`src/logic/acc_pkg.sv`:
```
// package with register map, field positions and timing constants
package acc_pkg;
  localparam logic [7:0] ACC_CFG_ADDR    = 8'hef; // converter_config
  localparam logic [7:0] ACC_CTL2_ADDR   = 8'hd8; // mode and channel
  localparam logic [7:0] ACC_RES_LO_ADDR = 8'hd9; // result low byte
  localparam logic [7:0] ACC_RES_HI_ADDR = 8'hda; // result_high
  localparam logic [7:0] ACC_OFS_ADDR    = 8'hf1; // offset calibration
  localparam logic [7:0] ACC_GAIN_ADDR   = 8'hf3; // gain calibration
  localparam logic [7:0] ACC_CFG_RESET   = 8'h00;
  localparam logic [7:0] ACC_CTL2_RESET  = 8'h00;
  localparam int ACC_POWER_BIT   = 7;
  localparam int ACC_EXTREF_BIT  = 6;
  localparam int ACC_CKHI_BIT    = 5;
  localparam int ACC_CKLO_BIT    = 4;
  localparam int ACC_AQHI_BIT    = 3;
  localparam int ACC_AQLO_BIT    = 2;
  localparam int ACC_TIMER_BIT   = 1;
  localparam int ACC_PIN_BIT     = 0;
  localparam int ACC_DONE_BIT    = 7;
  localparam int ACC_DMA_BIT     = 6;
  localparam int ACC_CONT_BIT    = 5;
  localparam int ACC_SINGLE_BIT  = 4;
  localparam int ACC_CHANNELS    = 9;     // eight inputs plus temperature
  localparam logic [3:0] ACC_TEMP_CH = 4'h8;
  localparam logic [11:0] ACC_FULL_CODES = 12'hfff; // 4096 codes
  localparam logic [4:0] ACC_CONV_CLKS = 5'h11;     // 17 converter clocks
  localparam logic [5:0] ACC_DIV_00 = 6'h08;
  localparam logic [5:0] ACC_DIV_01 = 6'h04;
  localparam logic [5:0] ACC_DIV_10 = 6'h10;
  localparam logic [5:0] ACC_DIV_11 = 6'h20;
  localparam logic [7:0] ACC_OFS_FACTORY  = 8'h00; // arbitrary default
  localparam logic [7:0] ACC_GAIN_FACTORY = 8'h80; // arbitrary default
  localparam int ACC_FIFO_W = 16;
  localparam int ACC_FIFO_D = 4;
  localparam logic [23:0] ACC_DMA_TOP = 24'hffffff; // 16 MByte space
  typedef struct packed {
    logic [3:0]  channel;
    logic [11:0] code;
  } acc_sample_t;
  typedef enum logic [1:0] {
    ACC_IDLE    = 2'b00,
    ACC_ACQUIRE = 2'b01,
    ACC_CONVERT = 2'b10
  } acc_state_t;
endpackage : acc_pkg

```
`src/logic/acc_conversion_control.sv`:
```
// converter control: registers, triggers, sequencing and result capture
`timescale 1ns/1ns
module acc_conversion_control
  import acc_pkg::*;
(
  input  wire logic        ref_clk,
  input  wire logic        rst_b,
  input  wire logic [7:0]  sfr_addr,
  input  wire logic [7:0]  sfr_wdata,
  input  wire logic        sfr_wr,
  input  wire logic        sfr_rd,
  output logic [7:0]       sfr_rdata,
  input  wire logic        timer_overflow,
  input  wire logic        external_convert_pin_b,
  input  wire logic        cal_wr,
  input  wire logic [7:0]  cal_offset_in,
  input  wire logic [7:0]  cal_gain_in,
  input  wire logic [11:0] sar_code,
  output logic             converter_power_mode,
  output logic             ext_ref_select,
  output logic [3:0]       mux_channel,
  output logic             track_hold,
  output logic             sar_strobe,
  output logic [7:0]       cal_offset,
  output logic [7:0]       cal_gain,
  output logic [23:0]      dma_addr,
  output logic [15:0]      dma_data,
  output logic             dma_valid,
  input  wire logic        dma_ready
);
  logic [7:0]  cfg_q;
  logic [7:0]  ctl2_q;
  logic [7:0]  res_lo_q;
  logic [7:0]  res_hi_q;
  logic [7:0]  ofs_q;
  logic [7:0]  gain_q;
  logic        pin_q;
  logic        pin_fall;
  logic [5:0]  div_ratio;
  logic [5:0]  div_cnt_q;
  logic        adc_tick;
  logic [2:0]  acq_clks;
  logic [4:0]  step_q;
  acc_state_t  state_q;
  logic        trigger;
  logic        finish;
  logic        dma_mode;
  logic [3:0]  conv_ch_q;
  logic [3:0]  dma_ch_q;
  logic [23:0] dma_addr_q;
  acc_sample_t sample;
  logic        fifo_ready;
  logic        wr_cfg;
  logic        wr_ctl2;

  assign wr_cfg   = sfr_wr && (sfr_addr == ACC_CFG_ADDR);
  assign wr_ctl2  = sfr_wr && (sfr_addr == ACC_CTL2_ADDR);
  assign dma_mode = ctl2_q[ACC_DMA_BIT];

  assign converter_power_mode = cfg_q[ACC_POWER_BIT];
  assign ext_ref_select = cfg_q[ACC_EXTREF_BIT];

  // configuration register, cleared by reset
  always_ff @(posedge ref_clk or negedge rst_b) begin
    if (!rst_b) begin
      cfg_q <= ACC_CFG_RESET;
    end else if (wr_cfg) begin
      cfg_q <= sfr_wdata;
    end
  end

  always_comb begin
    unique case ({cfg_q[ACC_CKHI_BIT], cfg_q[ACC_CKLO_BIT]})
      2'b00: div_ratio = ACC_DIV_00;
      2'b01: div_ratio = ACC_DIV_01;
      2'b10: div_ratio = ACC_DIV_10;
      2'b11: div_ratio = ACC_DIV_11;
    endcase
  end

  // converter clock enable pulse; held in idle so that acquisition and
  // conversion always span whole converter clocks
  always_ff @(posedge ref_clk or negedge rst_b) begin
    if (!rst_b) begin
      div_cnt_q <= '0;
    end else if (!converter_power_mode || state_q == ACC_IDLE
                 || div_cnt_q >= div_ratio - 6'h01) begin
      div_cnt_q <= '0;
    end else begin
      div_cnt_q <= div_cnt_q + 6'h01;
    end
  end
  assign adc_tick = converter_power_mode && (div_cnt_q == div_ratio - 6'h01);

  assign acq_clks = {1'b0, cfg_q[ACC_AQHI_BIT], cfg_q[ACC_AQLO_BIT]} + 3'h1;

  // falling edge of the convert pin
  always_ff @(posedge ref_clk or negedge rst_b) begin
    if (!rst_b) begin
      pin_q <= 1'b1;
    end else begin
      pin_q <= external_convert_pin_b;
    end
  end
  assign pin_fall = pin_q && !external_convert_pin_b;

  // start sources: software, timer, pin, continuous, dma
  // single or continuous by software, single by timer or pin
  always_comb begin
    trigger = ctl2_q[ACC_SINGLE_BIT]
           || ctl2_q[ACC_CONT_BIT]
           || dma_mode
           || (cfg_q[ACC_TIMER_BIT] && timer_overflow)
           || (cfg_q[ACC_PIN_BIT] && pin_fall);
  end

  assign finish = (state_q == ACC_CONVERT) && adc_tick
               && (step_q == ACC_CONV_CLKS - 5'h01);

  always_ff @(posedge ref_clk or negedge rst_b) begin
    if (!rst_b) begin
      state_q <= ACC_IDLE;
      step_q  <= '0;
    end else if (!converter_power_mode) begin
      state_q <= ACC_IDLE;
      step_q  <= '0;
    end else begin
      unique case (state_q)
        ACC_IDLE: begin
          step_q <= '0;
          if (trigger && fifo_ready) begin
            state_q <= ACC_ACQUIRE;
          end
        end
        ACC_ACQUIRE: begin
          if (adc_tick) begin
            if (step_q == {2'b00, acq_clks} - 5'h01) begin
              state_q <= ACC_CONVERT;
              step_q  <= '0;
            end else begin
              step_q <= step_q + 5'h01;
            end
          end
        end
        ACC_CONVERT: begin
          if (adc_tick) begin
            if (finish) begin
              state_q <= ACC_IDLE;
              step_q  <= '0;
            end else begin
              step_q <= step_q + 5'h01;
            end
          end
        end
        default: begin
          state_q <= ACC_IDLE;
          step_q  <= '0;
        end
      endcase
    end
  end

  // channel latched at start; dma cycles channels
  always_ff @(posedge ref_clk or negedge rst_b) begin
    if (!rst_b) begin
      conv_ch_q <= '0;
      dma_ch_q  <= '0;
    end else if (state_q == ACC_IDLE && trigger && fifo_ready
                 && converter_power_mode) begin
      if (dma_mode) begin
        conv_ch_q <= dma_ch_q;
        dma_ch_q  <= (dma_ch_q == ACC_TEMP_CH) ? 4'h0 : dma_ch_q + 4'h1;
      end else begin
        conv_ch_q <= ctl2_q[3:0];
      end
    end
  end
  assign mux_channel = conv_ch_q;
  assign track_hold  = (state_q == ACC_ACQUIRE);
  assign sar_strobe  = finish;

  // control register 2 with done flag, single start self-clears
  // done flag set wins over software clear
  always_ff @(posedge ref_clk or negedge rst_b) begin
    if (!rst_b) begin
      ctl2_q <= ACC_CTL2_RESET;
    end else begin
      if (wr_ctl2) begin
        ctl2_q <= sfr_wdata;
      end else if (state_q == ACC_IDLE && trigger && fifo_ready
                   && converter_power_mode) begin
        ctl2_q[ACC_SINGLE_BIT] <= 1'b0;
      end
      if (finish) begin
        ctl2_q[ACC_DONE_BIT] <= 1'b1;
      end
    end
  end

  // straight binary code, clipped to full scale
  always_ff @(posedge ref_clk or negedge rst_b) begin
    if (!rst_b) begin
      res_lo_q <= '0;
      res_hi_q <= '0;
    end else if (finish) begin
      res_lo_q <= sar_code[7:0];
      res_hi_q <= {conv_ch_q, sar_code[11:8] & ACC_FULL_CODES[11:8]};
    end
  end

  // factory load at reset; hardware calibration update
  always_ff @(posedge ref_clk or negedge rst_b) begin
    if (!rst_b) begin
      ofs_q  <= ACC_OFS_FACTORY;
      gain_q <= ACC_GAIN_FACTORY;
    end else if (cal_wr) begin
      ofs_q  <= cal_offset_in;
      gain_q <= cal_gain_in;
    end else begin
      if (sfr_wr && sfr_addr == ACC_OFS_ADDR) begin
        ofs_q <= sfr_wdata;
      end
      if (sfr_wr && sfr_addr == ACC_GAIN_ADDR) begin
        gain_q <= sfr_wdata;
      end
    end
  end
  assign cal_offset = ofs_q;
  assign cal_gain   = gain_q;

  // register read mux; unmapped reads return zero
  always_ff @(posedge ref_clk or negedge rst_b) begin
    if (!rst_b) begin
      sfr_rdata <= '0;
    end else if (sfr_rd) begin
      unique case (sfr_addr)
        ACC_CFG_ADDR:    sfr_rdata <= cfg_q;
        ACC_CTL2_ADDR:   sfr_rdata <= ctl2_q;
        ACC_RES_LO_ADDR: sfr_rdata <= res_lo_q;
        ACC_RES_HI_ADDR: sfr_rdata <= res_hi_q;
        ACC_OFS_ADDR:    sfr_rdata <= ofs_q;
        ACC_GAIN_ADDR:   sfr_rdata <= gain_q;
        default:         sfr_rdata <= 8'h00;
      endcase
    end
  end

  // dma samples buffered toward external memory
  assign sample.channel = conv_ch_q;
  assign sample.code    = sar_code;

  acc_fifo #(
    .WIDTH (ACC_FIFO_W),
    .DEPTH (ACC_FIFO_D)
  ) u_fifo (
    .ref_clk   (ref_clk),
    .rst_b     (rst_b),
    .in_data   (sample),
    .in_valid  (finish && dma_mode),
    .in_ready  (fifo_ready),
    .out_data  (dma_data),
    .out_valid (dma_valid),
    .out_ready (dma_ready)
  );

  // dma address walks the 16 MByte space, two bytes per sample
  always_ff @(posedge ref_clk or negedge rst_b) begin
    if (!rst_b) begin
      dma_addr_q <= '0;
    end else if (!dma_mode) begin
      dma_addr_q <= '0;
    end else if (dma_valid && dma_ready) begin
      dma_addr_q <= (dma_addr_q >= ACC_DMA_TOP - 24'h1) ? '0
                                                       : dma_addr_q + 24'h2;
    end
  end
  assign dma_addr = dma_addr_q;
endmodule : acc_conversion_control

```
`src/logic/acc_fifo.sv`:
```
// small sample fifo with valid/ready on both sides
`timescale 1ns/1ns
module acc_fifo #(
  parameter int WIDTH = 16,
  parameter int DEPTH = 4
) (
  input  wire logic             ref_clk,
  input  wire logic             rst_b,
  input  wire logic [WIDTH-1:0] in_data,
  input  wire logic             in_valid,
  output logic                  in_ready,
  output logic [WIDTH-1:0]      out_data,
  output logic                  out_valid,
  input  wire logic             out_ready
);
  localparam int AW = $clog2(DEPTH);
  logic [WIDTH-1:0] mem_q [DEPTH];
  logic [AW-1:0]    wr_q;
  logic [AW-1:0]    rd_q;
  logic [AW:0]      cnt_q;
  logic             push;
  logic             pop;
  // handshake terms
  assign in_ready  = (cnt_q != (AW+1)'(DEPTH));
  assign out_valid = (cnt_q != '0);
  assign push      = in_valid && in_ready;
  assign pop       = out_valid && out_ready;
  assign out_data  = mem_q[rd_q];
  // storage write
  always_ff @(posedge ref_clk) begin
    if (push) begin
      mem_q[wr_q] <= in_data;
    end
  end
  // pointers and fill count
  always_ff @(posedge ref_clk or negedge rst_b) begin
    if (!rst_b) begin
      wr_q  <= '0;
      rd_q  <= '0;
      cnt_q <= '0;
    end else begin
      if (push) begin
        wr_q <= (wr_q == AW'(DEPTH-1)) ? '0 : wr_q + 1'b1;
      end
      if (pop) begin
        rd_q <= (rd_q == AW'(DEPTH-1)) ? '0 : rd_q + 1'b1;
      end
      cnt_q <= cnt_q + (AW+1)'(push) - (AW+1)'(pop);
    end
  end
endmodule : acc_fifo

```
`config.mk`:
```
export PLATFORM = sky130hd
export DESIGN_NAME = acc_conversion_control
export DESIGN_NICKNAME = d
export VERILOG_FILES = /design/src/logic/acc_pkg.sv /design/src/logic/acc_conversion_control.sv /design/src/logic/acc_fifo.sv
export SDC_FILE = /design/constraint.sdc
export NUM_CORES = 1
export LEC_CHECK = 0
export BUFFER_PORTS_ARGS = -buffer_cell sky130_fd_sc_hd__buf_4
export CAP_MARGIN = 25
export CORE_UTILIZATION = 45
export CTS_CLUSTER_DIAMETER = 60
export DETAILED_ROUTE_END_ITERATION = 10
export GPL_TIMING_DRIVEN = 1
export HOLD_SLACK_MARGIN = 0.02
export PLACE_DENSITY = 0.62
export SLEW_MARGIN = 10
export SYNTH_ARGS = -nofsm -noshare
export SYNTH_HDL_FRONTEND = slang
export SYNTH_SLANG_ARGS = --single-unit
```
`constraint.sdc`:
```
create_clock -name ref_clk -period 5.8 [get_ports ref_clk]
set_input_delay 0.29 -clock ref_clk [delete_from_list [all_inputs] [get_ports ref_clk]]
set_output_delay 0.29 -clock ref_clk [all_outputs]
set_load 0.02 [all_outputs]
```
==> run metrics <==
status=complete, no violations; count of cell types in the netlist=61; nets@finish=839; r2r endpoint=u_fifo.mem_q[0][11]; biggest area consumer among synthesized cells=dfrtp_1; Ports=125; GR Overflow Total=0; Synth-to-Final Area Change=22.3%; core area=0.0174 mm^2; # fillers=1427; full die area=0.0183 mm^2; RD Place Congestion=0.856; Tightest Pin Transition=1.02 ns; highest clock rate=0.356 GHz; sw frac=28.0%; part of the Yosys area used for sequential elements=57.8%; drc violations=0; vias=5588; max layer used=met4; max-cap viol count=0; Setup TNS=0 ns; Die X-Extent=135 um; Crit Reg-Reg Startpoint=cfg_q[5]; Required @ worst endpoint=5.85 ns; layout cell share with drive strength beyond 1=28.4%; maximum vdd drop=0.244 mV; Max Root-Sink Buffers=2; Initial Utilization=46.1%; FF+latch count, synth=172; Post-Syn Instances=641; dpl ws=2.92 ns; Post-CTS Setup Bufs=0; R2R setup slack=2.99 ns; P_sw=0.880 mW; 1st-iter DRT viols=345; design area=0.00979 mm^2; Max Slew Vio Count=0; setup ws final=2.99 ns; top cell type's share of synthesized area=33.1%; TritonRoute pass-1 iters=6; syn nets=715; Final Hold Viols=0; Post-synth EDFFs=64; fin crit share=48.5%; CTS tree=yes; Hold Path Class=in -> reg; Ys Warns=0; Vias/cell=5.57; vias in the first global route=5554; Post-synth ARST share=62.8%; met2 wire len=8890 um; Clock Sinks=172; number of cells on the worst reg-to-reg path=7; dpl hpwl=13400 um; placed cell count=969; pin count of the biggest net entering global routing=72; minimum clock period=2.81 ns; mapped cell area=0.00800 mm^2; fin cells=1003; cells along the critical path=nand2_1 > ha_1 > nand3_1 > nor2_1 > and3_1 > and3_1 > and2_1; Most common cell on crit path=and3_1; slowest cell on the critical path=and2_1; Primary FF master, synth=dfrtp_1; Row Count=48; n_diodes=0; clk slew on worst S/H paths=0.07 ns; Clock power frac=37.0%; met3 WL post-DR=791 um; Post-Route WL=18400 um; arrival time worst endpoint=2.86 ns; final setup fails=0; Post-synth top cells=dfrtp_1, edfxtp_1, nand2_1, nor2_1, o21ai_0; Synth area leaders=dfrtp_1, edfxtp_1, mux2_2, mux4_2, mux2i_1; CTS H-tree lvls=4; Avg Cell Area, Syn=12.5 um^2; Internal=2.26 mW; die height=135 um; Final Skew=0.0113 ns; kind of critical path=reg -> reg; CTS root buf=clkbuf_16; RSZ-0062 raised after global routing=false; power per cell area=321 mW/mm^2; initial antenna violation count=0; crit-path max cell delay=0.75 ns; DRT antenna net count=0; Final Power=3.14 mW; DR WL/cell=18.4 um; Comb pwr share=17.9%; Worst Min Path Start=cal_gain_in[2]; leakage=4.34 nW; crit path capture type=register; first-pass GRT wire length=29700 um; wl on met1=8580 um; Hold Crit Depth=3; Clock Latency Late Sink=0.42 ns; Crit Path Max Fanout=16; crit path launch type=register; Total GRT Usage=21.5%; most common cell in the netlist=dfrtp_1; total CTS buffers=17; IO buf count=123; Endpoint, Worst Hold=cal_gain[2]; Rel. slew slack=30.4%; Seq pwr share=45.1%; Area after DPL=0.00916 mm^2
==> final cells by class <==
cell class,count,area (um^2),area share (%)
Sequential cell,172,4630,47.3
Clock inverter,15,184,1.88
Timing Repair Buffer,129,993,10.1
Tap cell,225,282,2.88
Clock buffer,17,425,4.35
Multi-Input combinational cell,425,3200,32.7
Inverter,20,75.1,0.767
==> cells in the final DEF, fill, tap and decap left out, types with 6 or more instances in the layout <==
cell / instances
a21oi_1: 14
a221oi_1: 7
and2_1: 10
and3_1: 15
buf_4: 126
clkbuf_16: 17
dfrtp_1: 106
edfxtp_1: 64
ha_1: 21
inv_1: 20
mux2_2: 35
mux2i_1: 29
mux4_2: 16
nand2_1: 61
nand3_1: 25
nand4_1: 7
nor2_1: 43
nor3_1: 9
nor3b_1: 8
o21ai_0: 38
or3_1: 6
xnor2_1: 8
xor2_1: 10
==> worst max-delay path, delay by kind of cell, from the launching register on <==
| kind | cells | cell delay (ns) |
|---|---|---|
| AND/OR/NAND/NOR | 6 | 1.71 |
| adder cells (fa/ha/maj) | 1 | 0.30 |
| flip-flops | 1 | 0.43 |
==> power groups by stage <==
stage                     registers [mW]  logic (mW)  clock network [mW]
final                               1.42       0.561                1.16
after global routing                1.43       0.608                1.23
after floorplan                     1.40       0.342                   0
after detailed placement            1.44       0.569                   0
after global placement              1.45       0.518                   0
after CTS                           1.42       0.571                1.19
==> state kept, by name, indices dropped and copies added, names as in the netlist <==
name          cells
state_q           2
u_fifo.cnt_q      3
dma_addr         23
res_hi_q          8
u_fifo.rd_q       2
step_q            5
cfg_q             8
res_lo_q          8
u_fifo.mem_q     64
ctl2_q            8
cal_gain          8
dma_ch_q          4
sfr_rdata         8
pin_q             1
cal_offset        8
mux_channel       4
u_fifo.wr_q       2
div_cnt_q         6
==> per-layer routing <==
layer / global-route usage, % / up-vias
met5: 0 / -
met4: 5.99 / 0
met3: 4.86 / 12
met2: 33.9 / 145
met1: 29.7 / 2812
li1: - / 2619
==> stage by stage <==
| stage | hold slack, ns | utilization [%] |
|---|---|---|
| after floorplan | -0.00559 | - |
| after global placement | 0.283 | 52.6 |
| final | 0.0792 | 56.4 |
| after CTS | 0.0570 | 56.4 |
| after detailed placement | 0.288 | 52.8 |
| after global routing | 0.0467 | 56.4 |
==> worst max-delay path by stage <==
stage	from	to	slack, ns	cells after the start
after floorplan	cfg_q[4]	u_fifo.cnt_q[2]	3.18	12
after global placement	cfg_q[5]	u_fifo.mem_q[0][5]	3.06	7
after detailed placement	cfg_q[5]	u_fifo.mem_q[0][2]	2.92	7
after CTS	cfg_q[5]	u_fifo.mem_q[0][10]	2.94	7
after global routing	cfg_q[5]	u_fifo.mem_q[0][10]	2.71	7
final	cfg_q[5]	u_fifo.mem_q[0][11]	2.99	7
==> cell families after synthesis <==
family                   count (synthesis)  synth area share, %
multiplexers                            80                 13.1
other                                    2               0.0938
buffers and inverters                   44                 2.16
AND/OR/NAND/NOR                        202                 12.8
flip-flops                             172                 57.8
adder cells (fa/ha/maj)                 22                 3.53
XOR/XNOR                                18                 1.97
AO/OA/AOI/OAI                          101                 8.54
==> repair_timing <==
action,4_1_cts,5_1_grt
gates resized for setup,0,0
hold buffers,2,0
hold endpoints to repair,38,0
Power figures use the tool's default switching activity.
